File: src/rx_cfg_regs.svh
// register offsets, field positions, reset values and timing counts
`ifndef RX_CFG_REGS_SVH
`define RX_CFG_REGS_SVH

`define EQ_CTL_ADDR 8'h35
`define STRAP_ADDR 8'h37
`define ACLK_DIV_ADDR 8'h3A
`define EQ_STAT_ADDR 8'h3B
`define LINK_ERR_ADDR 8'h41
`define CC_CFG_ADDR 8'h43
`define EQ_FLOOR_ADDR 8'h45

`define EQ_CTL_RESET 8'h00
`define LINK_ERR_RESET 8'h03
`define CC_CFG_RESET 8'h00
`define EQ_FLOOR_RESET 8'h08
`define ACLK_DIV_RESET 8'h00

`define EQ_RESTART_BIT 6
`define FLOOR_OVR_BIT 5
`define FLOOR_APPLY_BIT 4
`define OUT_DIV_OVR_BIT 7
`define IN_DIV_OVR_BIT 2
`define ERR_CNT_EN_BIT 4

// pixel clocks a strap level must stay steady before it is latched
`define STRAP_SETTLE_CYCLES 16

`endif

File: src/rx_cfg_pkg.sv
// types shared by the receiver configuration block
package rx_cfg_pkg;

  typedef struct packed {
    logic write;
    logic [7:0] addr;
    logic [7:0] wdata;
  } reg_req_t;

  typedef struct packed {
    logic [5:0] out_div;
    logic [3:0] in_div;
  } clk_div_t;

  typedef struct packed {
    logic restart;
    logic floor_active;
    logic [3:0] floor_level;
  } eq_ctl_t;

  typedef enum logic [1:0] {
    STRAP_IDLE,
    STRAP_SETTLE,
    STRAP_DONE
  } strap_state_t;

endpackage

File: src/strap_decoder.sv
// decodes one mode-strap pin level and latches it once
`include "rx_cfg_regs.svh"
module strap_decoder import rx_cfg_pkg::*; #(
  parameter int SETTLE = `STRAP_SETTLE_CYCLES
) (
  input wire logic clock,
  input wire logic rstn,
  input wire logic clk_en,
  input wire logic [2:0] level_in,
  output logic [2:0] level_q,
  output logic done_q
);
  strap_state_t state_q;
  logic [2:0] seen_q;
  logic [7:0] cnt_q;

  always_ff @(posedge clock or negedge rstn) begin
    if (!rstn) begin
      state_q <= STRAP_IDLE;
      seen_q <= 3'h0;
      cnt_q <= 8'h00;
      level_q <= 3'h0;
      done_q <= 1'b0;
    end else if (clk_en) begin
      case (state_q)
        STRAP_IDLE: begin
          seen_q <= level_in;
          cnt_q <= 8'h00;
          state_q <= STRAP_SETTLE;
        end
        STRAP_SETTLE: begin
          if (level_in != seen_q) begin
            seen_q <= level_in;
            cnt_q <= 8'h00;
          end else if (cnt_q == 8'(SETTLE - 1)) begin
            level_q <= seen_q;
            done_q <= 1'b1;
            state_q <= STRAP_DONE;
          end else begin
            cnt_q <= cnt_q + 8'h01;
          end
        end
        default: begin
          state_q <= STRAP_DONE;
        end
      endcase
    end
  end
endmodule

File: src/receiver_equalizer_and_link_config.sv
// equalizer, strap, clock divider and link error configuration registers
// Functional notes
// - floor apply honoured only under override
// - applied floor feeds equalizer adaptation
// - strap one done flag at bit 7
// - strap one level in bits 6-4
// - strap zero level 2-0, done bit 3
// - out divider follows field only when overridden
// - out divider codes map 32 down to 1
// - in divider follows field only when overridden
// - in divider codes map 1,2,4,8
// - bit 4 enables link error counting
// - pixel clock counter, threshold resets to 3
// - disabled: lose lock on first error
// - floor register four bits, resets to 8
`include "rx_cfg_regs.svh"
module receiver_equalizer_and_link_config #(
  parameter int STRAP_SETTLE = `STRAP_SETTLE_CYCLES
) (
  input wire logic clock,
  input wire logic rstn,
  input wire logic clk_en,
  input wire rx_cfg_pkg::reg_req_t reg_req,
  input wire logic reg_req_valid,
  output logic [7:0] reg_rdata_q,
  output logic reg_rvalid_q,
  input wire logic [2:0] strap0_pin,
  input wire logic [2:0] strap1_pin,
  input wire logic [5:0] equalizer_setting,
  input wire logic [5:0] auto_out_div,
  input wire logic [3:0] auto_in_div,
  input wire logic clk0_error,
  input wire logic clk1_error,
  input wire logic data_channel_error,
  input wire logic link_locked,
  output rx_cfg_pkg::eq_ctl_t eq_ctl_q,
  output rx_cfg_pkg::clk_div_t clk_div_q,
  output logic [2:0] control_channel_mode_q,
  output logic lock_drop_q
);
  import rx_cfg_pkg::*;

  // ----------------------------------------------------------------
  // register storage
  // ----------------------------------------------------------------
  logic equalizer_adapt_restart_q;
  logic floor_override_enable_q;
  logic floor_apply_q;
  logic [3:0] equalizer_floor_level_q;
  logic out_divider_override_q;
  logic [2:0] out_divider_ratio_q;
  logic in_divider_override_q;
  logic [1:0] in_divider_ratio_q;
  logic err_count_enable_q;
  logic [3:0] err_threshold_q;
  logic [7:0] cc_cfg_q;
  logic [3:0] err_count_q;
  logic [2:0] strap0_level;
  logic [2:0] strap1_level;
  logic strap0_decode_done;
  logic strap1_decode_done;

  // a write lands on the edge that takes it
  logic wr;
  assign wr = reg_req_valid && reg_req.write;

  // ----------------------------------------------------------------
  // pin synchronisers
  // ----------------------------------------------------------------
  logic [2:0] s0_meta_q, s0_sync_q, s1_meta_q, s1_sync_q;
  logic [2:0] err_meta_q, err_sync_q;
  logic [5:0] eq_meta_q, eq_sync_q;

  // pins and error flags cross in from outside: two flops each
  always_ff @(posedge clock or negedge rstn) begin
    if (!rstn) begin
      s0_meta_q <= 3'h0;
      s0_sync_q <= 3'h0;
      s1_meta_q <= 3'h0;
      s1_sync_q <= 3'h0;
      err_meta_q <= 3'h0;
      err_sync_q <= 3'h0;
      eq_meta_q <= 6'h00;
      eq_sync_q <= 6'h00;
    end else if (clk_en) begin
      s0_meta_q <= strap0_pin;
      s0_sync_q <= s0_meta_q;
      s1_meta_q <= strap1_pin;
      s1_sync_q <= s1_meta_q;
      err_meta_q <= {clk0_error, clk1_error, data_channel_error};
      err_sync_q <= err_meta_q;
      eq_meta_q <= equalizer_setting;
      eq_sync_q <= eq_meta_q;
    end
  end

  // ----------------------------------------------------------------
  // strap decoders
  // ----------------------------------------------------------------
  // each decoder latches its pin once it has stayed steady
  strap_decoder #(.SETTLE(STRAP_SETTLE)) u_strap0 (
    .clock(clock),
    .rstn(rstn),
    .clk_en(clk_en),
    .level_in(s0_sync_q),
    .level_q(strap0_level),
    .done_q(strap0_decode_done)
  );

  strap_decoder #(.SETTLE(STRAP_SETTLE)) u_strap1 (
    .clock(clock),
    .rstn(rstn),
    .clk_en(clk_en),
    .level_in(s1_sync_q),
    .level_q(strap1_level),
    .done_q(strap1_decode_done)
  );

  // ----------------------------------------------------------------
  // register writes
  // ----------------------------------------------------------------
  always_ff @(posedge clock or negedge rstn) begin
    if (!rstn) begin
      equalizer_adapt_restart_q <= 1'b0;
      floor_override_enable_q <= 1'b0;
      floor_apply_q <= 1'b0;
    end else if (clk_en && wr && reg_req.addr == `EQ_CTL_ADDR) begin
      // restart stays as written until software clears it
      equalizer_adapt_restart_q <= reg_req.wdata[`EQ_RESTART_BIT];
      floor_override_enable_q <= reg_req.wdata[`FLOOR_OVR_BIT];
      floor_apply_q <= reg_req.wdata[`FLOOR_APPLY_BIT];
    end
  end

  always_ff @(posedge clock or negedge rstn) begin
    if (!rstn) begin
      equalizer_floor_level_q <= 4'(`EQ_FLOOR_RESET);
    end else if (clk_en && wr && reg_req.addr == `EQ_FLOOR_ADDR) begin
      equalizer_floor_level_q <= reg_req.wdata[3:0];
    end
  end

  always_ff @(posedge clock or negedge rstn) begin
    if (!rstn) begin
      out_divider_override_q <= 1'b0;
      out_divider_ratio_q <= 3'h0;
      in_divider_override_q <= 1'b0;
      in_divider_ratio_q <= 2'h0;
    end else if (clk_en && wr && reg_req.addr == `ACLK_DIV_ADDR) begin
      out_divider_override_q <= reg_req.wdata[`OUT_DIV_OVR_BIT];
      out_divider_ratio_q <= reg_req.wdata[6:4];
      in_divider_override_q <= reg_req.wdata[`IN_DIV_OVR_BIT];
      in_divider_ratio_q <= reg_req.wdata[1:0];
    end
  end

  always_ff @(posedge clock or negedge rstn) begin
    if (!rstn) begin
      err_count_enable_q <= 1'b0;
      err_threshold_q <= 4'(`LINK_ERR_RESET);
    end else if (clk_en && wr && reg_req.addr == `LINK_ERR_ADDR) begin
      err_count_enable_q <= reg_req.wdata[`ERR_CNT_EN_BIT];
      err_threshold_q <= reg_req.wdata[3:0];
    end
  end

  always_ff @(posedge clock or negedge rstn) begin
    if (!rstn) begin
      cc_cfg_q <= `CC_CFG_RESET;
    end else if (clk_en && wr && reg_req.addr == `CC_CFG_ADDR) begin
      // bits 7-5 are reserved and always read zero
      cc_cfg_q <= {3'h0, reg_req.wdata[4:0]};
    end
  end

  // ----------------------------------------------------------------
  // register reads
  // ----------------------------------------------------------------
  // unmapped offsets and reserved bits read back as zero
  logic [7:0] rdata;
  always_comb begin
    rdata = 8'h00;
    if (reg_req.addr == `EQ_CTL_ADDR) begin
      rdata = {1'b0, equalizer_adapt_restart_q, floor_override_enable_q,
               floor_apply_q, 4'h0};
    end else if (reg_req.addr == `STRAP_ADDR) begin
      rdata = {strap1_decode_done, strap1_level,
               strap0_decode_done, strap0_level};
    end else if (reg_req.addr == `ACLK_DIV_ADDR) begin
      rdata = {out_divider_override_q, out_divider_ratio_q, 1'b0,
               in_divider_override_q, in_divider_ratio_q};
    end else if (reg_req.addr == `EQ_STAT_ADDR) begin
      rdata = {2'h0, eq_sync_q};
    end else if (reg_req.addr == `LINK_ERR_ADDR) begin
      rdata = {3'h0, err_count_enable_q, err_threshold_q};
    end else if (reg_req.addr == `CC_CFG_ADDR) begin
      rdata = cc_cfg_q;
    end else if (reg_req.addr == `EQ_FLOOR_ADDR) begin
      rdata = {4'h0, equalizer_floor_level_q};
    end
  end

  always_ff @(posedge clock or negedge rstn) begin
    if (!rstn) begin
      reg_rdata_q <= 8'h00;
      reg_rvalid_q <= 1'b0;
    end else if (clk_en) begin
      // read data holds until the next read is taken
      reg_rvalid_q <= reg_req_valid && !reg_req.write;
      if (reg_req_valid && !reg_req.write) begin
        reg_rdata_q <= rdata;
      end
    end
  end

  // ----------------------------------------------------------------
  // equalizer control outputs
  // ----------------------------------------------------------------
  always_ff @(posedge clock or negedge rstn) begin
    if (!rstn) begin
      eq_ctl_q <= '0;
    end else if (clk_en) begin
      // floor level shows zero whenever the floor is not applied
      eq_ctl_q.restart <= equalizer_adapt_restart_q;
      eq_ctl_q.floor_active <= floor_apply_q && floor_override_enable_q;
      eq_ctl_q.floor_level <= (floor_apply_q && floor_override_enable_q) ?
                              equalizer_floor_level_q : 4'h0;
    end
  end

  // ----------------------------------------------------------------
  // clock divider selection
  // ----------------------------------------------------------------
  // codes 4-5 and 6-7 share a ratio; 6-7 take the default
  function automatic logic [5:0] out_div_decode(input logic [2:0] code);
    logic [5:0] r;
    r = 6'h01;
    case (code)
      3'h0: r = 6'h20;
      3'h1: r = 6'h10;
      3'h2: r = 6'h08;
      3'h3: r = 6'h04;
      3'h4, 3'h5: r = 6'h02;
      default: r = 6'h01;
    endcase
    return r;
  endfunction

  always_ff @(posedge clock or negedge rstn) begin
    if (!rstn) begin
      clk_div_q <= '0;
    end else if (clk_en) begin
      clk_div_q.out_div <= out_divider_override_q ?
        out_div_decode(out_divider_ratio_q) : auto_out_div;
      clk_div_q.in_div <= in_divider_override_q ?
        4'(4'h1 << in_divider_ratio_q) : auto_in_div;
    end
  end

  always_ff @(posedge clock or negedge rstn) begin
    if (!rstn) begin
      control_channel_mode_q <= 3'h0;
    end else if (clk_en) begin
      // only the mode field leaves the block; the rest is stored
      control_channel_mode_q <= cc_cfg_q[2:0];
    end
  end

  // ----------------------------------------------------------------
  // link error counter, pixel clock domain
  // ----------------------------------------------------------------
  // any channel in error counts once per cycle
  logic any_err;
  assign any_err = |err_sync_q;

  // errors only count while locked; an unlock restarts the tally
  always_ff @(posedge clock or negedge rstn) begin
    if (!rstn) begin
      err_count_q <= 4'h0;
    end else if (clk_en) begin
      if (!link_locked) begin
        err_count_q <= 4'h0;
      end else if (any_err && err_count_enable_q &&
                   err_count_q + 4'h1 < err_threshold_q) begin
        err_count_q <= err_count_q + 4'h1;
      end
    end
  end

  // drop is a level that holds until the link is seen unlocked
  always_ff @(posedge clock or negedge rstn) begin
    if (!rstn) begin
      lock_drop_q <= 1'b0;
    end else if (clk_en) begin
      if (!link_locked) begin
        lock_drop_q <= 1'b0;
      end else if (any_err && !err_count_enable_q) begin
        lock_drop_q <= 1'b1;
      end else if (any_err && err_count_q + 4'h1 >= err_threshold_q) begin
        lock_drop_q <= 1'b1;
      end
    end
  end
endmodule

File: config.mk
export PLATFORM = sky130hd
export DESIGN_NAME = receiver_equalizer_and_link_config
export DESIGN_NICKNAME = d
export VERILOG_FILES = /design/src/rx_cfg_pkg.sv /design/src/strap_decoder.sv /design/src/receiver_equalizer_and_link_config.sv
export VERILOG_INCLUDE_DIRS = /design/src
export SDC_FILE = /design/constraint.sdc
export NUM_CORES = 1
export LEC_CHECK = 0
export ABC_AREA = 1
export BUFFER_PORTS_ARGS = -buffer_cell sky130_fd_sc_hd__buf_4
export CORE_ASPECT_RATIO = 1.5
export CORE_MARGIN = 5
export CORE_UTILIZATION = 58
export DETAILED_ROUTE_END_ITERATION = 8
export GPL_ROUTABILITY_DRIVEN = 0
export PLACE_DENSITY = 0.79
export SLEW_MARGIN = 5
export SYNTH_ARGS = -nofsm -noshare
export SYNTH_HDL_FRONTEND = slang
export SYNTH_SLANG_ARGS = --single-unit
File: constraint.sdc
create_clock -name clock -period 2.4 [get_ports clock]
set_input_delay 0.24 -clock clock [delete_from_list [all_inputs] [get_ports clock]]
set_output_delay 0.24 -clock clock [all_outputs]
set_load 0.05 [all_outputs]
; Yosys cells after proc, flatten, opt, wreduce, memory -nomap -nowiden
; Index checks and enable logic that the tools add are counted.
[totals]
mem_bits_ro = 0
register_bits = 121
latchBits = 0
elab_cells = 140
ramBits = 0
mem_count = 0
output_inout_bits = 29
[classes]
bitwise = 2
mux = 32
n_lt_le_gt_ge = 2
n_mul = 0
eq_ne = 28
reduce_logical = 33
shift = 1
n_div = 0
n_addsub = 3
[op_table]
columns = operator, n
row1 = two-way mux 8 bit, 7
row2 = "equality test 8 x 6 -> 1 bit, second input constant", 4
row3 = case mux 8 bit (2 select lines), 2
row4 = case mux 6 bit (5 select lines), 1
row5 = "equality test 8 x 7 -> 1 bit, second input constant", 3
row6 = two-way mux 4 bit, 5
row7 = AND reduction 3 bit, 6
row8 = "adder 8 x 1 -> 8 bit, second input constant", 2
row9 = "equality test 8 x 4 -> 1 bit, second input constant", 2
row10 = logical AND 1 bit, 13
row11 = two-way mux 6 bit, 2
row12 = case mux 3 bit (2 select lines), 2
row13 = two-way mux 5 bit, 2
row14 = "!= test 2 x 1 -> 1 bit, second input constant", 5
row15 = two-way mux 2 bit, 4
row16 = case mux 2 bit (2 select lines), 2
row17 = AND reduction 4 bit, 2
row18 = "equality test 3 x 2 -> 1 bit, second input constant", 2
row19 = "equality test 3 bit, second input constant", 2
row20 = two-way mux 3 bit, 2
row21 = "!= test 3 x 2 -> 1 bit, second input constant", 2
row22 = != test 3 bit, 2
row23 = AND reduction 2 bit, 3
row24 = "adder 4 x 1 -> 4 bit, second input constant", 1
row25 = other kinds (15), 23

; Depth between registers and ports, before layout
; Gate-level depths: netlist (run 1).
[logic_depth]
ltp_word = 8
depth_mapped = 11
ltp_nobuf = 10

; Hierarchy
; Synthesis (run 1) repeated with hierarchy kept, for this count alone.
[unflattened]
cells_unflattened = 755
area_unflattened_um2 = 6067.1
[by_module_without_submodules]
columns = mod, seq_area_each_um2, area_per_inst_um2, cells_per_inst, instances
row1 = receiver_equalizer_and_link_config, 2180.8, 4082.7, 491, 1
row2 = strap_decoder, 425.4, 992.2, 132, 2

; Least setup slack after synthesis (run 1)
; OpenSTA, ideal clock, no wires.
[synth_timing]
kind = reg-to-reg
start = reg err_count_q[0]
end = reg err_count_q[0]
n_path_buf = 0
synth_period_minus_slack_ns = 2.000
t_arrival_ns = 1.882
stages_incl_launch_ff = 10
setup_slack_ns = 0.400
required_ns = 2.282
cell_sequence = dfrtp_1 > ha_1 > xor2_1 > ha_1 > nand2_1 > a21oi_1 > nor4_1 > nand2_1 > nand3_1 > nand2_1
[synth_between]
elab_chain_len = 5
[synth_rtl]
columns = item, line_no
row1 = from (decl), receiver_equalizer_and_link_config.sv:57  ; logic [3:0] err_count_q;
row2 = from (signal assigned), receiver_equalizer_and_link_config.sv:285  ; err_count_q <= err_count_q + 4'h1;
row3 = adder 4 x 1 -> 4 bit *, "receiver_equalizer_and_link_config.sv:284, receiver_equalizer_and_link_config.sv:285"
row4 = less-than comparator 4 bit, receiver_equalizer_and_link_config.sv:284  ; err_count_q + 4'h1 < err_threshold_q) begin
row5 = logical AND 1 bit, receiver_equalizer_and_link_config.sv:283  ; end else if (any_err && err_count_enable_q &&
row6 = != test 2 x 1 -> 1 bit (no source line), n/a
row7 = AND reduction 2 bit (no source line), n/a
; Every way passes the cells marked *; elsewhere a longest branch is shown, timed or not. The select of a mux whose other input is x is not followed.
; A chain may end at the register's enable or synchronous reset.

; Worst setup path in the final report (run 1)
[layout_timing]
start = reg err_count_q[0]
end = reg err_count_q[3]
; The elaborated chain is that of the path after synthesis.

==> results.txt, run 1 <==
----------------------------------------------------
[Routing]
  Post-Route WL ... 14200 um
  Average wire per standard cell ... 15.3 um
  Ratio of routed vias to standard cells ... 5.55
  Number of DRC markers in iteration 0 ... 406
  Number of detailed-route iterations in the first pass ... 5
  Number of DRC violations after detailed routing ... 0
  Post-route antenna net violation count ... 0
  Routed via count ... 5171

[Synthesis]
  Nets in the synthesized netlist ... 772
  Primary FF master, synth ... dfrtp_1
  Post-Syn Area ... 5840 sq um
  Count of distinct cell types in the synthesized netlist ... 37
  Synth area leaders ... dfrtp_1, nand2_1, o21ai_0, inv_1, nor2_1
  Share of the yosys chip area belonging to registers ... 0.519
  Syn Inst Count ... 718
  Yosys warning count ... 0
  Dominant cell type by area after synthesis ... dfrtp_1
  Post-synthesis async set-or-reset flop share ... 1.00
  Number of synthesized flops with an enable pin ... 0
  Seq cells post-synth ... 121
  Avg Cell Area, Syn ... 8.14 sq um
  Portion of synthesized cell area occupied by the leading cell type ... 0.505

[Floorplanning]
  Starting density of the core ... 0.583
  Area of the die ... 12200 sq um
  Core area ... 10000 sq um
  Width of the die ... 92.0 um
  Std-Cell Rows ... 45
  Die outline height ... 133 um
  Top Ports ... 76

[Clocking]
  Later-pin clock latency in the skew report ... 420 ps
  Bufs on Longest Clock Path ... 2
  Post-CTS repair timing setup buffer count ... 0
  H-tree levels ... 4
  CTS buffer count ... 17
  TritonCTS clock tree ... yes
  # clock sinks ... 121
  Post-CTS clock slew at the launch and capture registers of the worst setup and hold paths ... 60 ps
  Root Buffer ... clkbuf_16

[Placed design]
  Number of input and output port buffers inserted ... 75
  Estimated wirelength of the detail-placed design ... 10100 um
  Setup Slack @ Placement ... 11.8 ps

[STA]
  Setup repair after global routing missed its margin ... no
  Period utilization ... 0.958
  Worst-case setup margin in the final layout ... 102 ps
  Slew of the pin with the lowest slew margin ... 661 ps
  Normalized max-slew margin ... 0.557
  Final Hold Fails ... 0
  Fin Setup TNS ... 0 ps
  Worst clock skew ... 6.07 ps
  Pins over their slew limit ... 0
  Peak Freq ... 435 MHz
  Minimum clock period ... 2300 ps
  Count of endpoints failing setup in the final report ... 0

[GRT]
  Antenna violations before repair ... 0
  Global-route wire length before repair ... 24200 um
  Total global routing track utilization ... 0.249
  Total congestion overflow ... 0
  Pin count of the biggest net entering global routing ... 56
  Vias in the first global route ... 5249

[Critical path]
  Critical Setup Path Class ... reg -> reg
  Cell with the most instances on the worst path ... nand2_1
  Required time at the worst-slack endpoint ... 2700 ps
  Crit end category ... flop
  Largest stage delay, worst path ... 460 ps
  Top Family by Delay on Critical Path ... simple AND/OR/NAND/NOR gates
  Crit path buffers/inverters ... 1
  Cells traversed along the worst timing path ... nand3_1 -> xnor2_1 -> ha_1 -> nand2_1 -> inv_1 -> nor4_2 -> nand2_1 -> nand3_1 -> nand2_1
  Worst path slowest cell ... nor4_2
  Worst Path Arrival ... 2600 ps
  Kind of launch point of the worst setup path ... flop
  Maximum fanout encountered on the critical timing path ... 5

[Finish]
  Sequential standard cell area ... 3030 sq um
  Number of inserted diodes ... 0
  Number of filler cells placed in the layout ... 753
  Synthesis-to-finish area growth ... 23.2%
  Proportion of layout cells with a drive suffix above 1 ... 0.180
  Multi-input gate area in the final layout ... 2440 sq um
  Nets@finish ... 856

[Run]
  Reported max-cap violation count ... 0

[Pwr]
  Power per cell area ... 757 nW/um^2
  Largest voltage drop on the vdd net ... 0.000559 V
  P_leak ... 0.00361 uW

[Outcome]
  Outcome ... finished, final reports clean

[Hold path]
  Class of the worst hold path ... in -> reg

----------------------------------------------------
[final cells by class]
cell class / count / share of cell area
multi-input cells: 505 / 0.339
repair buffers: 81 / 0.0883
well taps: 117 / 0.0203
inverters: 76 / 0.0400
clock inverters: 11 / 0.0269
clock buffers: 21 / 0.0640
flip-flops and latches: 121 / 0.421
[flip-flops by register name, summed over array words and instances (netlist names), 4 cells and up]
name	count
cc_cfg_q	5
u_strap0.cnt_q	8
eq_sync_q	6
equalizer_floor_level_q	4
err_threshold_q	4
reg_rdata_q	8
clk_div_q	10
eq_ctl_q	6
eq_meta_q	6
u_strap1.cnt_q	8
err_count_q	4
[worst min-delay path, delay by kind of cell]
kind,cells,cell delay [ps]
buf+inv,1,80
simple gates,2,90
[cells by family after synthesis]
family / Yosys count / share of synthesized area
compound gates: 101 / 0.0912
xor+xnor: 13 / 0.0195
simple gates: 384 / 0.291
fa+ha+maj: 7 / 0.0150
flops: 121 / 0.519
buf+inv: 92 / 0.0644
[metal layers]
layer / up-vias / wire length (um) / track usage
li1: 2470 / - / -
met1: 2489 / 5610 / 0.296
met2: 170 / 7450 / 0.424
met3: 42 / 662 / 0.0563
met4: 0 / 517 / 0.120
met5: - / 0 / 0
[cell usage in the layout (no fill, tap or decap), types with 4 or more instances in the layout]
| cell | synthesis | routed |
|---|---|---|
| clkinvlp_4 | 0 | 4 |
| ha_1 | 7 | 7 |
| nor3_1 | 8 | 8 |
| inv_1 | 71 | 71 |
| nand2_1 | 231 | 231 |
| nand2_2 | 7 | 7 |
| dfrtp_1 | 118 | 118 |
| xnor2_1 | 10 | 10 |
| nor2_1 | 59 | 59 |
| nand2_4 | 4 | 4 |
| buf_4 | 2 | 78 |
| clkbuf_16 | 0 | 17 |
| nand4_1 | 19 | 19 |
| o21ai_2 | 4 | 4 |
| bufinv_16 | 0 | 5 |
| o21ai_0 | 63 | 63 |
| a21oi_1 | 27 | 27 |
| nand3_1 | 40 | 40 |
[synth_stat cells, drive strengths merged, types with 7 or more instances]
| master | instances |
|---|---|
| nand2 | 242 |
| dfrtp | 118 |
| inv | 72 |
| o21ai | 69 |
| nor2 | 65 |
| nand3 | 43 |
| a21oi | 27 |
| nand4 | 20 |
| nor3 | 11 |
| xnor2 | 10 |
| clkbuf | 9 |
| buf | 7 |
| ha | 7 |
[power by group]
| part | internal, uW | switching [uW] |
|---|---|---|
| Sequential | 2130 | 49.8 |
| Combinational | 147 | 297 |
| Clock | 1900 | 931 |
| Total | 4170 | 1280 |
[stage by stage]
stage	instances	cell area (sq um)	hold slack, ps	total power (uW)	util
2_1_floorplan	718	5840	-55.6	2440	-
3_3_place_gp	899	6530	265	2640	0.651
3_5_place_dp	899	6530	268	2650	0.651
4_1_cts	932	7200	19.2	5450	0.718
5_1_grt	932	7200	15.9	5620	0.718
6_report	932	7200	23.3	5450	0.718
[final timing paths]
kind	startpoint	to	slack [ps]	cells after the start
worst max-delay path	err_count_q[0]	err_count_q[3]	100	9
min in group asynchronous	rstn	u_strap0.cnt_q[1]	360	2
worst max register to register	err_count_q[0]	err_count_q[3]	100	9
worst min-delay path	clk0_error	err_meta_q[2]	20	3
worst min register to register	u_strap1.done_q	u_strap1.done_q	460	2
max in group asynchronous	rstn	clk_div_q[6]	1420	3
[what timing repair did]
item / in CTS / in global routing
hold endpoints to repair: 34 / 0
resized for setup: 1 / 0
hold buffers: 1 / 0
setup endpoints to repair: 3 / 0
No activity file was read; power rests on OpenSTA's default activity.
==> run 2, diff against run 1 <==
--- a/config.mk
+++ b/config.mk
@@ -14,6 +14,7 @@
 export DETAILED_ROUTE_END_ITERATION = 8
 export GPL_ROUTABILITY_DRIVEN = 0
 export PLACE_DENSITY = 0.79
+export SETUP_SLACK_MARGIN = 0.2
 export SLEW_MARGIN = 5
 export SYNTH_ARGS = -nofsm -noshare
 export SYNTH_HDL_FRONTEND = slang
==> run 2 against run 1 <==
Clock power is essentially flat; first-iteration DRC count shrank 19%; worst setup slack gained 170 ps; critical path type unchanged; utilization grew 0.24 points; cell count grew 0.11%; via count shrank 0.29%; non-clock buffer count grew 1; register-to-register slack gained 170 ps; combinational power is essentially flat; power is essentially flat; sequential cell count is the same.
==> results.txt, run 2 (synthesized netlist as in run 1, its figures left out) <==
----------------------------------------------------
[Outcome]
  Outcome ... finished, final reports clean

[Critical path]
  Maximum fanout encountered on the critical timing path ... 5
  Kind of launch point of the worst setup path ... flop
  Crit end category ... flop
  Flop2flop setup slack ... 270 ps
  Required time at the worst-slack endpoint ... 2700 ps
  Critical Setup Path Class ... reg -> reg
  Worst Path Arrival ... 2440 ps

[Routing]
  Post-Route WL ... 14400 um
  Number of detailed-route iterations in the first pass ... 6
  Ratio of routed vias to standard cells ... 5.53
  Post-route antenna net violation count ... 0
  Average wire per standard cell ... 15.4 um
  Number of DRC markers in iteration 0 ... 329
  Routed via count ... 5156
  Number of DRC violations after detailed routing ... 0

[Finish]
  Multi-input gate area in the final layout ... 2460 sq um
  Number of flip-flops under the largest register name ... 10
  Nets@finish ... 857
  Proportion of layout cells with a drive suffix above 1 ... 0.183
  Number of filler cells placed in the layout ... 747
  Synthesis-to-finish area growth ... 23.6%
  Largest register by flop count ... clk_div_q
  Number of inserted diodes ... 0
  Sequential standard cell area ... 3030 sq um
  Top library cells by usage in the layout, fill and taps aside ... nand2_1, dfrtp_1, buf_4
  Most frequent standard cell in the layout excluding fill and tap cells ... nand2_1

[Pwr]
  Cell-internal power ... 4170 uW
  Switching Power ... 1280 uW
  Combinational power share ... 0.082
  PnR Total Power ... 5450 uW
  Power per cell area ... 754 nW/um^2
  Largest voltage drop on the vdd net ... 0.000537 V
  Clock power share ... 0.519
  P_leak ... 0.00362 uW
  Switching share of power ... 0.235
  Seq pwr share ... 0.399

[STA]
  Minimum clock period ... 2130 ps
  Period utilization ... 0.888
  Final Hold Fails ... 0
  Pins over their slew limit ... 0
  Normalized max-slew margin ... 0.557
  Count of endpoints failing setup in the final report ... 0
  Fin Setup TNS ... 0 ps
  Worst-case setup margin in the final layout ... 268 ps
  Peak Freq ... 469 MHz
  Final Hold Slack ... 23.5 ps
  Setup repair after global routing missed its margin ... no
  Slew of the pin with the lowest slew margin ... 662 ps
  Worst clock skew ... 6.02 ps

[GRT]
  Vias in the first global route ... 5249
  Global-route wire length before repair ... 24200 um
  Antenna violations before repair ... 0
  Pin count of the biggest net entering global routing ... 56
  Total congestion overflow ... 0
  Total global routing track utilization ... 0.249

[Floorplanning]
  Std-Cell Rows ... 45
  Top Ports ... 76
  Width of the die ... 92.0 um
  Starting density of the core ... 0.583
  Core area ... 10000 sq um
  Area of the die ... 12200 sq um
  Die outline height ... 133 um

[Clocking]
  Post-CTS clock slew at the launch and capture registers of the worst setup and hold paths ... 60 ps
  CTS buffer count ... 17
  Root Buffer ... clkbuf_16
  TritonCTS clock tree ... yes
  Later-pin clock latency in the skew report ... 420 ps
  # clock sinks ... 121
  H-tree levels ... 4
  Bufs on Longest Clock Path ... 2

[Placed design]
  Estimated wirelength of the detail-placed design ... 10100 um
  Number of input and output port buffers inserted ... 75
  Setup Slack @ Placement ... 11.8 ps

[Hold path]
  Class of the worst hold path ... in -> reg

[Run]
  Reported max-cap violation count ... 0

----------------------------------------------------
[run 2: changes by cell type in the layout (fill, tap and decap cells not counted), sizes merged]
| cell | before | now |
|---|---|---|
| buf | 80 | 81 |
[run 2: timing repair]
action                                  CTS  global route
endpoints found under the setup margin    4             4
hold buffers                              1             0
endpoints found under the hold margin    34             0
pin swaps                                 0             1
gates resized for setup                   1             2
buffers inserted                          0             1
[run 2: critical path, stage by stage (launching register included)]
cell     delay, ps
dfrtp_1        440
ha_1           360
ha_1           320
nand2_1        100
a21oi_1        120
nor4_4         290
nand2_1        190
nand3_1        130
nand2_1         60
[run 2: routing by layer]
metal / up-vias / wire length (um) / track usage
li1: 2469 / - / -
met1: 2474 / 5720 / 0.296
met2: 162 / 7470 / 0.424
met3: 51 / 615 / 0.0563
met4: 0 / 577 / 0.120
met5: - / 0 / 0
[run 2: area by class of cell]
| type | count | area share |
|---|---|---|
| Tap cell | 117 | 0.0203 |
| Sequential cell | 121 | 0.420 |
| Multi-Input combinational cell | 505 | 0.340 |
| Inverter | 76 | 0.0398 |
| Timing Repair Buffer | 82 | 0.0891 |
| Clock inverter | 11 | 0.0269 |
| Clock buffer | 21 | 0.0638 |
[run 2: worst paths after layout]
path	start	to	cells after the start
max	err_count_q[0]	err_count_q[3]	8
min	equalizer_setting[2]	eq_meta_q[2]	3
max reg2reg	err_count_q[0]	err_count_q[3]	8
min reg2reg	u_strap1.done_q	u_strap1.done_q	2
max in group asynchronous	rstn	clk_div_q[6]	3
min in group asynchronous	rstn	u_strap0.cnt_q[1]	2
[run 2: per-stage QoR]
stage | instance area [sq um] | instances | util
6_report | 7220 | 933 | 0.721
5_1_grt | 7220 | 933 | 0.721
4_1_cts | 7200 | 932 | 0.718
3_5_place_dp | 6530 | 899 | 0.651
3_3_place_gp | 6530 | 899 | 0.651
2_1_floorplan | 5840 | 718 | -
[run 2: power by group through the flow]
stage	logic [uW]	registers (uW)	clock network, uW
floorplan	169	2270	0
global placement	430	2210	0
detailed placement	442	2210	0
CTS	448	2170	2830
global route	491	2180	2950
finish	446	2180	2830
==> run 3, diff against run 2 <==
--- a/config.mk
+++ b/config.mk
@@ -14,6 +14,7 @@
 export DETAILED_ROUTE_END_ITERATION = 8
 export GPL_ROUTABILITY_DRIVEN = 0
 export PLACE_DENSITY = 0.79
+export RECOVER_POWER = 25
 export SETUP_SLACK_MARGIN = 0.2
 export SLEW_MARGIN = 5
 export SYNTH_ARGS = -nofsm -noshare
==> run 3 against run 2 <==
Register-to-register slack about the same; critical path depth unchanged; sequential share of layout area increased by 0.095 points; clock power about the same; cell area decreased by 0.23%; worst hold slack got worse by 1.3 ps; combinational power about the same; utilization decreased by 0.16 points; sequential power about the same; clock-buffer cell count unchanged; critical path type unchanged.
==> results.txt, run 3 (synthesized netlist as in run 1, its figures left out) <==
----------------------------------------------------
[Outcome]
  Outcome ... finished, final reports clean

[Pwr]
  PnR Total Power ... 5440 uW
  Power per cell area ... 756 nW/um^2
  Largest voltage drop on the vdd net ... 0.000538 V
  P_leak ... 0.00360 uW

[Critical path]
  Crit end category ... flop
  Critical Setup Path Class ... reg -> reg
  Worst Path Arrival ... 2440 ps
  Cells traversed along the worst timing path ... ha_1 -> ha_1 -> nand2_1 -> a21oi_1 -> nor4_4 -> nand2_1 -> nand3_1 -> nand2_1
  Largest stage delay, worst path ... 440 ps
  Maximum fanout encountered on the critical timing path ... 5
  Worst path slowest cell ... dfrtp_1
  Required time at the worst-slack endpoint ... 2710 ps
  Kind of launch point of the worst setup path ... flop
  Cell with the most instances on the worst path ... nand2_1
  Flop2flop setup slack ... 260 ps

[Routing]
  Post-route antenna net violation count ... 0
  Number of detailed-route iterations in the first pass ... 5
  Routed via count ... 5169
  Number of DRC markers in iteration 0 ... 341
  Average wire per standard cell ... 15.4 um
  Number of DRC violations after detailed routing ... 0
  Post-Route WL ... 14400 um
  Ratio of routed vias to standard cells ... 5.54

[Floorplanning]
  Area of the die ... 12200 sq um
  Std-Cell Rows ... 45
  Starting density of the core ... 0.583
  Core area ... 10000 sq um
  Die outline height ... 133 um
  Width of the die ... 92.0 um
  Top Ports ... 76

[STA]
  Peak Freq ... 468 MHz
  Slew of the pin with the lowest slew margin ... 1090 ps
  Period utilization ... 0.891
  Final Hold Fails ... 0
  Setup repair after global routing missed its margin ... no
  Normalized max-slew margin ... 0.273
  Count of endpoints failing setup in the final report ... 0
  Pins over their slew limit ... 0
  Worst clock skew ... 5.79 ps
  Minimum clock period ... 2140 ps
  Fin Setup TNS ... 0 ps
  Final Hold Slack ... 22.3 ps

[Finish]
  Number of inserted diodes ... 0
  Synthesis-to-finish area growth ... 23.3%
  Most frequent standard cell in the layout excluding fill and tap cells ... nand2_1
  Proportion of layout cells with a drive suffix above 1 ... 0.179
  Number of filler cells placed in the layout ... 752
  Number of flip-flops under the largest register name ... 10
  Nets@finish ... 857
  Utilization of the core after routing ... 0.719
  Top library cells by usage in the layout, fill and taps aside ... nand2_1, dfrtp_1, buf_4
  Largest register by flop count ... clk_div_q

[Clocking]
  TritonCTS clock tree ... yes
  Post-CTS clock slew at the launch and capture registers of the worst setup and hold paths ... 60 ps
  H-tree levels ... 4
  Root Buffer ... clkbuf_16
  Bufs on Longest Clock Path ... 2
  # clock sinks ... 121
  CTS buffer count ... 17
  Later-pin clock latency in the skew report ... 420 ps

[Run]
  Reported max-cap violation count ... 0

[GRT]
  Antenna violations before repair ... 0
  Vias in the first global route ... 5249
  Global-route wire length before repair ... 24200 um
  Total global routing track utilization ... 0.249
  Pin count of the biggest net entering global routing ... 56
  Total congestion overflow ... 0

[Placed design]
  Estimated wirelength of the detail-placed design ... 10100 um
  Number of input and output port buffers inserted ... 75

[Hold path]
  Class of the worst hold path ... in -> reg

----------------------------------------------------
-- run 3: cell types whose count changed in the layout (fill, tap and decap cells not counted) --
cell,delta
buf_4,-5
clkbuf_1,+3
clkbuf_2,+2
-- run 3: final cells by class --
type                    instances  area, sq um  share of cell area
flip-flops and latches        121         3030               0.421
multi-input cells             505         2460               0.341
repair buffers                 82          627              0.0870
clock buffers                  21          460              0.0639
inverters                      76          288              0.0399
clock inverters                11          194              0.0269
well taps                     117          146              0.0203
-- run 3: power by group --
part	leakage, uW	switching (uW)	internal (uW)
clock network	0.000306	930	1900
registers	0.00157	49.9	2130
logic	0.00172	298	144
total	0.00360	1280	4170
-- run 3: final timing paths --
check                                      from                end  depth (start not counted)
setup / recovery                 err_count_q[0]     err_count_q[0]                          8
hold / removal             equalizer_setting[2]       eq_meta_q[2]                          3
setup reg to reg                 err_count_q[0]     err_count_q[0]                          8
hold reg to reg                 u_strap1.done_q    u_strap1.done_q                          2
max in group asynchronous                  rstn       clk_div_q[6]                          3
min in group asynchronous                  rstn  u_strap0.cnt_q[1]                          2
-- run 3: critical path: cells and delay by family, from the launching register on --
family	cells	cell delay, ps
simple gates	5	780
flops	1	440
compound gates	1	120
fa+ha+maj	2	680
-- run 3: metal layers --
layer / wire [um] / up-vias / GRT usage
met5: 0 / - / 0
met4: 555 / 0 / 0.120
met3: 615 / 46 / 0.0563
met2: 7530 / 178 / 0.424
met1: 5660 / 2477 / 0.296
li1: - / 2468 / -
-- run 3: stage by stage --
stage          setup WS, ps  instances  cell area [sq um]
6_report                263        933               7210
3_5_place_dp           11.8        899               6530
5_1_grt                 183        933               7210
4_1_cts                 220        932               7200
3_3_place_gp            271        899               6530
2_1_floorplan           400        718               5840
-- run 3: repair_timing --
action / 4_1_cts / 5_1_grt
gates resized for setup: 1 / 2
buffers inserted: 0 / 1
hold endpoints to repair: 34 / 0
endpoints found under the setup margin: 4 / 4
hold buffers: 1 / 0
pin swaps: 0 / 1
